$ cat src/hdl/sgw_pkg.sv
// Purpose: Shared constants and types of the register write guard.
// Assumes: Byte-wide register port with an 8-bit address.
// Notes:   Every offset, field position and reset value is named here.
package sgw_pkg;

  // Register port widths
  localparam int ADDR_W = 8;
  localparam int DATA_W = 8;

  // Guard control register and its fields
  localparam logic [7:0] ACCESS_GUARD_CONTROL_OFS = 8'h00;
  localparam int         CLOCK_LVD_GROUP_GUARD_BIT = 0;
  localparam int         IRQ_GROUP_GUARD_BIT       = 1;
  localparam int         PORT_GROUP_GUARD_BIT      = 2;
  localparam int         ACCESS_DETECT_EN_BIT      = 7;
  localparam logic [7:0] ACCESS_GUARD_CONTROL_RST  = 8'h00;
  localparam logic [7:0] ACCESS_GUARD_CONTROL_MASK = 8'h87;

  // Sticky record of refused writes, one bit per group, write one to clear
  localparam logic [7:0] BLOCKED_STATUS_OFS = 8'h01;
  localparam logic [7:0] BLOCKED_STATUS_RST = 8'h00;

  // Guarded register groups: eight byte registers each
  localparam logic [3:0] PORT_GROUP_BASE  = 4'h1;
  localparam logic [3:0] IRQ_GROUP_BASE   = 4'h2;
  localparam logic [3:0] CLOCK_GROUP_BASE = 4'h3;
  localparam int         GROUP_REGS       = 8;
  localparam int         GROUP_COUNT      = 3;
  localparam int         BANK_REGS        = GROUP_REGS * GROUP_COUNT;
  localparam logic [7:0] GUARDED_REG_RST  = 8'h00;

  // Group that an address falls in
  typedef enum logic [3:0] {
    SGW_GRP_NONE  = 4'b0001,
    SGW_GRP_PORT  = 4'b0010,
    SGW_GRP_IRQ   = 4'b0100,
    SGW_GRP_CLOCK = 4'b1000
  } sgw_group_e;

endpackage

$ cat src/hdl/sgw_gate_if.sv
// Purpose: Carries one write request and its guard verdict between modules.
// Assumes: Purely combinational exchange within one clock cycle.
// Notes:   The top drives the request, the gate returns group and verdict.
`timescale 1ns/10ps
interface sgw_gate_if;
  logic [sgw_pkg::ADDR_W-1:0] addr;
  logic                       wr;
  logic [2:0]                 guard_en;
  sgw_pkg::sgw_group_e        group;
  logic                       allow;
  logic                       refused;

  // Requesting side
  modport req (
    output addr,
    output wr,
    output guard_en,
    input  group,
    input  allow,
    input  refused
  );

  // Deciding side
  modport gate (
    input  addr,
    input  wr,
    input  guard_en,
    output group,
    output allow,
    output refused
  );
endinterface

$ cat src/hdl/sgw_gate.sv
// Purpose: Decodes the group of an address and judges a write against it.
// Assumes: guard_en bit 0 clock group, bit 1 interrupt group, bit 2 port.
// Notes:   Combinational only; the top registers the refused verdict, group and allow drive its decode directly.
`timescale 1ns/10ps
module sgw_gate (
  // Request and verdict
  sgw_gate_if.gate g
);

  // Map the upper address nibble onto a guarded group
  function automatic sgw_pkg::sgw_group_e group_of(
    input logic [sgw_pkg::ADDR_W-1:0] a
  );
    case (a[7:4])
      sgw_pkg::PORT_GROUP_BASE:  group_of = sgw_pkg::SGW_GRP_PORT;
      sgw_pkg::IRQ_GROUP_BASE:   group_of = sgw_pkg::SGW_GRP_IRQ;
      sgw_pkg::CLOCK_GROUP_BASE: group_of = sgw_pkg::SGW_GRP_CLOCK;
      default:                   group_of = sgw_pkg::SGW_GRP_NONE;
    endcase
  endfunction

  logic guarded;

  // Pick the guard bit that covers the addressed group
  always_comb begin
    g.group = group_of(g.addr);
    case (g.group)
      sgw_pkg::SGW_GRP_PORT:
        guarded = g.guard_en[sgw_pkg::PORT_GROUP_GUARD_BIT];
      sgw_pkg::SGW_GRP_IRQ:
        guarded = g.guard_en[sgw_pkg::IRQ_GROUP_GUARD_BIT];
      sgw_pkg::SGW_GRP_CLOCK:
        guarded = g.guard_en[sgw_pkg::CLOCK_LVD_GROUP_GUARD_BIT];
      sgw_pkg::SGW_GRP_NONE:
        guarded = 1'b0;
      default:
        guarded = 1'b0;
    endcase
    g.allow   = g.wr && !guarded;
    g.refused = g.wr && guarded;
  end

endmodule

$ cat src/hdl/sgw_write_guard.sv
// Purpose: Write guard for three groups of control registers, with the
//          guarded registers themselves held in a local bank.
// Assumes: Single clock; byte register port, read data one cycle later.
// Notes:   Guarded registers are always readable; only writes are gated.
`timescale 1ns/10ps

module sgw_write_guard (
  // Clock and reset
  input  wire logic                                REF_CLK,
  input  wire logic                                SRST,
  // Register port
  input  wire logic [sgw_pkg::ADDR_W-1:0]          ADDR,
  input  wire logic [sgw_pkg::DATA_W-1:0]          WDATA,
  input  wire logic                                WR,
  input  wire logic                                RD,
  output logic      [sgw_pkg::DATA_W-1:0]          RDATA,
  // Guard state and refused-write pulse
  output logic      [2:0]                          GUARD_EN,
  output logic                                     ACCESS_DETECT_EN,
  output logic                                     WR_REFUSED,
  // Contents of the guarded registers, eight bytes per group
  output logic      [sgw_pkg::BANK_REGS*8-1:0]     GUARDED_REGS
);

  // Flat bank index of an address inside a group
  function automatic logic [4:0] bank_index(
    input sgw_pkg::sgw_group_e          grp,
    input logic [sgw_pkg::ADDR_W-1:0]   a
  );
    case (grp)
      sgw_pkg::SGW_GRP_PORT:  bank_index = {2'b00, a[2:0]};
      sgw_pkg::SGW_GRP_IRQ:   bank_index = {2'b01, a[2:0]};
      sgw_pkg::SGW_GRP_CLOCK: bank_index = {2'b10, a[2:0]};
      sgw_pkg::SGW_GRP_NONE:  bank_index = 5'h00;
      default:                bank_index = 5'h00;
    endcase
  endfunction

  // Does the address hit a populated register of a group
  function automatic logic in_bank(
    input sgw_pkg::sgw_group_e          grp,
    input logic [sgw_pkg::ADDR_W-1:0]   a
  );
    in_bank = (grp != sgw_pkg::SGW_GRP_NONE) && (a[3] == 1'b0);
  endfunction

  // Registers
  logic [7:0] guard_ctrl_reg;
  logic [7:0] guard_ctrl_next;
  logic [2:0] blocked_reg;
  logic [2:0] blocked_next;
  logic [7:0] bank_reg [0:sgw_pkg::BANK_REGS-1];
  logic [7:0] rdata_reg;
  logic [7:0] rdata_next;
  logic       refused_reg;

  // Decode of the current access
  logic [2:0] refused_hit;
  logic [4:0] wr_idx;
  logic [4:0] rd_idx;
  logic       wr_bank;
  logic       rd_bank;
  logic       ctrl_wr;
  logic       status_wr;

  sgw_gate_if gif ();

  // Present the write to the gate with the live guard bits
  assign gif.addr     = ADDR;
  assign gif.wr       = WR;
  assign gif.guard_en = guard_ctrl_reg[2:0];

  sgw_gate u_gate (
    .g (gif.gate)
  );

  // Address decode shared by the write and read paths
  always_comb begin
    wr_idx    = bank_index(gif.group, ADDR);
    rd_idx    = bank_index(gif.group, ADDR);
    wr_bank   = gif.allow && in_bank(gif.group, ADDR);
    rd_bank   = RD && in_bank(gif.group, ADDR);
    ctrl_wr   = WR && (ADDR == sgw_pkg::ACCESS_GUARD_CONTROL_OFS);
    status_wr = WR && (ADDR == sgw_pkg::BLOCKED_STATUS_OFS);
  end

  // Guard control is never itself guarded; unused bits are not stored
  always_comb begin
    guard_ctrl_next = guard_ctrl_reg;
    if (ctrl_wr) begin
      guard_ctrl_next = WDATA & sgw_pkg::ACCESS_GUARD_CONTROL_MASK;
    end
  end

  // Guard control register; clears so no group is protected
  always_ff @(posedge REF_CLK) begin
    if (SRST) begin
      guard_ctrl_reg <= sgw_pkg::ACCESS_GUARD_CONTROL_RST;
    end else begin
      guard_ctrl_reg <= guard_ctrl_next;
    end
  end

  // Which group refused the current write
  always_comb begin
    refused_hit = 3'b000;
    if (gif.refused) begin
      case (gif.group)
        sgw_pkg::SGW_GRP_CLOCK:
          refused_hit[sgw_pkg::CLOCK_LVD_GROUP_GUARD_BIT] = 1'b1;
        sgw_pkg::SGW_GRP_IRQ:
          refused_hit[sgw_pkg::IRQ_GROUP_GUARD_BIT] = 1'b1;
        sgw_pkg::SGW_GRP_PORT:
          refused_hit[sgw_pkg::PORT_GROUP_GUARD_BIT] = 1'b1;
        default:
          refused_hit = 3'b000;
      endcase
    end
  end

  // Sticky refused-write record; a new refusal wins over a clear
  always_comb begin
    blocked_next = blocked_reg;
    if (status_wr) begin
      blocked_next = blocked_reg & ~WDATA[2:0];
    end
    blocked_next = blocked_next | refused_hit;
  end

  always_ff @(posedge REF_CLK) begin
    if (SRST) begin
      blocked_reg <= sgw_pkg::BLOCKED_STATUS_RST[2:0];
    end else begin
      blocked_reg <= blocked_next;
    end
  end

  // Guarded bank: stored only on an allowed write, else contents hold
  always_ff @(posedge REF_CLK) begin
    if (SRST) begin
      for (int i = 0; i < sgw_pkg::BANK_REGS; i++) begin
        bank_reg[i] <= sgw_pkg::GUARDED_REG_RST;
      end
    end else if (wr_bank) begin
      bank_reg[wr_idx] <= WDATA;
    end
  end

  // Read mux; the guard bits play no part here
  always_comb begin
    rdata_next = 8'h00;
    if (rd_bank) begin
      rdata_next = bank_reg[rd_idx];
    end else if (RD && (ADDR == sgw_pkg::ACCESS_GUARD_CONTROL_OFS)) begin
      rdata_next = guard_ctrl_reg;
    end else if (RD && (ADDR == sgw_pkg::BLOCKED_STATUS_OFS)) begin
      rdata_next = {5'b0_0000, blocked_reg};
    end
  end

  // Read data stands only in the cycle after the read strobe
  always_ff @(posedge REF_CLK) begin
    if (SRST) begin
      rdata_reg <= 8'h00;
    end else begin
      rdata_reg <= rdata_next;
    end
  end

  // One-cycle pulse for each refused write
  always_ff @(posedge REF_CLK) begin
    if (SRST) begin
      refused_reg <= 1'b0;
    end else begin
      refused_reg <= gif.refused;
    end
  end

  // Outputs straight from flip-flops
  assign RDATA            = rdata_reg;
  assign GUARD_EN         = guard_ctrl_reg[2:0];
  assign ACCESS_DETECT_EN = guard_ctrl_reg[sgw_pkg::ACCESS_DETECT_EN_BIT];
  assign WR_REFUSED       = refused_reg;

  // Flatten the bank, register 0 in the lowest byte
  always_comb begin
    for (int k = 0; k < sgw_pkg::BANK_REGS; k++) begin
      GUARDED_REGS[k*8 +: 8] = bank_reg[k];
    end
  end

endmodule

$ cat config.mk
export PLATFORM = sky130hd
export DESIGN_NAME = sgw_write_guard
export DESIGN_NICKNAME = d
export VERILOG_FILES = /design/src/hdl/sgw_pkg.sv /design/src/hdl/sgw_gate_if.sv /design/src/hdl/sgw_gate.sv /design/src/hdl/sgw_write_guard.sv
export SDC_FILE = /design/constraint.sdc
export NUM_CORES = 1
export LEC_CHECK = 0
export BUFFER_PORTS_ARGS = -buffer_cell sky130_fd_sc_hd__buf_2
export CAP_MARGIN = 15
export CORE_MARGIN = 2
export CORE_UTILIZATION = 55
export CTS_CLUSTER_SIZE = 16
export DETAILED_ROUTE_END_ITERATION = 12
export PLACE_DENSITY = 0.84
export SETUP_SLACK_MARGIN = 0.2
export SLEW_MARGIN = 20
export SYNTH_ARGS = -nofsm -noshare
export SYNTH_HDL_FRONTEND = slang
export SYNTH_SLANG_ARGS = --single-unit
$ cat constraint.sdc
create_clock -name REF_CLK -period 5.4 [get_ports REF_CLK]
set_clock_uncertainty 0.05 [all_clocks]
set_input_delay 0.27 -clock REF_CLK [delete_from_list [all_inputs] [get_ports REF_CLK]]
set_output_delay 0.27 -clock REF_CLK [all_outputs]
set_load 0.05 [all_outputs]
==> metrics.md <==
| Metric | Value |
|---|---|
| Status | complete, no violations |
| FMAX | roughly 280 MHz |
| Root Driver | clkbuf_16 |
| Max reg flops | between 150 and 200 |
| Vias in the first global route | between 7,000 and 8,000 |
| Distinct cells, synth | 53 |
| Synth Flop Type | edfxtp_1 |
| Crit path cell chain | buf_2, buf_4, nor2b_1, and3_1, nand2_1, o21ai_0 |
| Met2 WL | roughly 15,000 um |
| Global-route wire length before repair | around 46,000 um |
| Area of the multi-input gates | about 0.0035 mm2 |
| DRC | 0 |
| Highest metal used | met4 |
| Share of layout cells above drive strength 1 | 0.295 |
| Worst Path Buf+Inv | 2 |
| Initial antenna violation count | 0 |
| Max Slew Vio Count | 0 |
| Top cell type's share of synthesized area | 0.584 |
| HPWL Detailed | around 23,000 um |
| CTS max path bufs | 3 |
| Gate count of the mapped netlist | ~800 |
| FF-to-FF setup slack | between 2000 and 2500 ps |
| Postcts setup bufs | 0 |
| Leak pwr | 0.00462 uW |
| R2R Path End | bank_reg[0][5] |
| Max cap viols | 0 |
| Grt ovf | 0 |
| FF/Latch Area | 0.00609 mm2 |
| Place WS | approximately 1400 ps |
| Arrival @ worst endpoint | approximately 3700 ps |
| Vias | between 8,000 and 9,000 |
| CTS Buf Count | 22 |
| Worst skew pair latency | about 510 ps |
| Initial Utilization | 0.567 |
| Final WS setup | roughly 1800 ps |
| M1 WL | 11,800 um |
| Clock Pin Slew Worst Setup and Hold Paths | about 60 ps |
| Hold Buf Count CTS | 0 |
| Row cnt | 48 |
| # setup viols final | 0 |
| Clock power frac | 0.420 |
| Post-synthesis net count | roughly 830 |
| Post-Syn Area per Cell | 12.1 um2 |
| WL/cell | around 26 um |
| Critical Path Max Stage Delay | about 990 ps |
| Fraction of registers with async set/reset | 0 |
| Post-synth EDFFs | approximately 190 |
| Crit path max fanout | 32 |
| Via/cell ratio | ~6.5 |
| Critical Path Source Type | input pin |
| Tmin final | between 3000 and 4000 ps |
| Final period util | 0.666 |
| Seq cells post-synth | around 210 |
| Die area | 0.0190 mm2 |
| Worst min path class | in -> reg |
| Iter 0 DRT Violations | 1,190 |
| Tot GR Track Use | 0.331 |
| Max stage delay cell, worst path | o21ai_0 |
| Port bufs | between 200 and 250 |
| Core area | around 0.017 mm2 |
| Setup_tns | 0 ps |
| RSZ-0062 raised after global routing | false |
| Worst EP required | around 5500 ps |
| CP delay by family, top | simple AND/OR/NAND/NOR gates |
| Largest net degree at the start of global routing | 50 |
| Synth Cell Area | about 0.0099 mm2 |
| Critical path class | in -> reg |
| Slew HR | 0.248 |
| Pre-antenna DRT Iters | 6 |
| VDD IR max | about 0.00028 V |
| Min-Delay Path Depth | 2 |
| Post-route antenna net violation count | 0 |
| Top cells by area, synth | edfxtp_1 (58%), and2_1 (12%), dfxtp_1 (3.2%), mux2_2 (2.2%), mux2i_1 (2.0%) |
| Clk sink count | about 210 |
| Seq/Total Area, Yosys | 0.616 |
| Sequential share of power | 0.444 |
| R2R depth | 5 |
| Total Wirelength | around 32,000 um |
| Post-CTS resize count | 0 |
| Die width | between 100 and 150 um |
| H-tree levels | 1 |
| Synthesis-to-finish area growth | 20.8% |
| TritonCTS clock tree | done |
| Reg2Reg Launch Point | guard_ctrl_reg[0] |
| Sw power | ~1200 uW |
| Nets | roughly 1,000 |
| Synth Warn # | 0 |
| Routed wl met3 | 4180 um |
| Slew @ Worst Pin | 1120 ps |
| Hold EP | guard_ctrl_reg[0] |
| Combinational share of power | 0.136 |
| Gpl congestion | about 1.1 |
| Hold Vio Cnt, Final | 0 |
| PD cells | 359 mW/mm2 |
| Sw Ratio | 0.273 |
| Int Power | 3120 uW |
| Critical Path End Type | flip-flop |
| Fillers | 1,268 |
| Hold Startpoint | SRST |
| Count leader, synth | and2_1 |
| Height of the die | around 140 um |
| Most frequent cells after synthesis | and2_1 (195), edfxtp_1 (192), nor2_1 (42) |
| Leading area contributor after synthesis | edfxtp_1 |
| Num ports | 225 |
[layout by cell type (no fill, tap or decap), types with 4 or more instances in the layout]
cell type	instances
a211oi_1	7
a21oi_1	19
a221o_1	7
a221oi_1	17
a22oi_1	7
a31oi_1	16
a41oi_1	4
and2_1	195
and3_1	5
buf_2	223
buf_4	9
bufinv_16	8
clkbuf_16	23
dfxtp_1	16
edfxtp_1	192
inv_1	5
mux2_2	19
mux2i_1	20
nand2_1	32
nand3_1	15
nor2_1	41
nor2_2	9
nor2b_1	17
nor3_1	7
o211ai_1	5
o21ai_0	31
o21ai_1	13
o221ai_1	10
or3_1	4
[metal layers]
layer / up-vias / GRT usage
met1: 3901 / 0.453
met3: 136 / 0.0665
met4: 0 / 0.128
met2: 716 / 0.525
met5: - / 0
li1: 3395 / -
[how the worst max path moves through the flow]
stage / from / endpoint / slack [ps] / cells past startpoint
after global routing: ADDR[0] / bank_reg[22][5] / 1680 / 6
after CTS: ADDR[0] / bank_reg[2][3] / 1970 / 6
after floorplan: ADDR[4] / bank_reg[17][0] / 2950 / 8
after global placement: ADDR[0] / bank_reg[10][6] / 1690 / 6
after detailed placement: ADDR[0] / bank_reg[2][3] / 1440 / 6
final: ADDR[0] / bank_reg[6][6] / 1810 / 6
[through the flow]
stage | util | hold WS [ps] | cell area [um2] | std cells | total power (uW)
2_1_floorplan | - | 364 | 9870 | 814 | 2330
3_3_place_gp | 0.635 | 424 | 11100 | 1210 | 2500
3_5_place_dp | 0.635 | 443 | 11100 | 1210 | 2500
4_1_cts | 0.685 | 4.25 | 11900 | 1250 | 4270
5_1_grt | 0.685 | 27.5 | 11900 | 1250 | 4360
6_report | 0.685 | 22.0 | 11900 | 1251 | 4280
[power by group through the flow]
stage / sequential (uW) / clock [uW] / combinational [uW]
3_3_place_gp: 1930 / 0 / 564
6_report: 1900 / 1800 / 581
3_5_place_dp: 1930 / 0 / 572
4_1_cts: 1900 / 1800 / 573
2_1_floorplan: 2180 / 0 / 146
5_1_grt: 1900 / 1860 / 599
[worst register-to-register path, stage by stage, from the launching register on]
cell       delay (ps)
dfxtp_1           350
mux2i_1           150
o2bb2ai_1         120
nor3_2            310
nand2_1           490
o21ai_0          1050
[final cells by class]
| type | instances | area share |
|---|---|---|
| diodes | 1 | 0.000210 |
| clock buffers | 25 | 0.0497 |
| clock inverters | 15 | 0.0233 |
| inverters | 6 | 0.00189 |
| multi-input cells | 539 | 0.292 |
| flip-flops and latches | 208 | 0.510 |
| well taps | 225 | 0.0236 |
| repair buffers | 232 | 0.0992 |
[cells by family after synthesis]
group / Yosys count / share of synthesized area
DFF: 208 / 0.616
and+or+nand+nor: 342 / 0.197
AOI/OAI and AO/OA: 156 / 0.109
muxes: 41 / 0.0465
buffers and inverters: 67 / 0.0313
No activity file was read; power rests on OpenSTA's default activity.
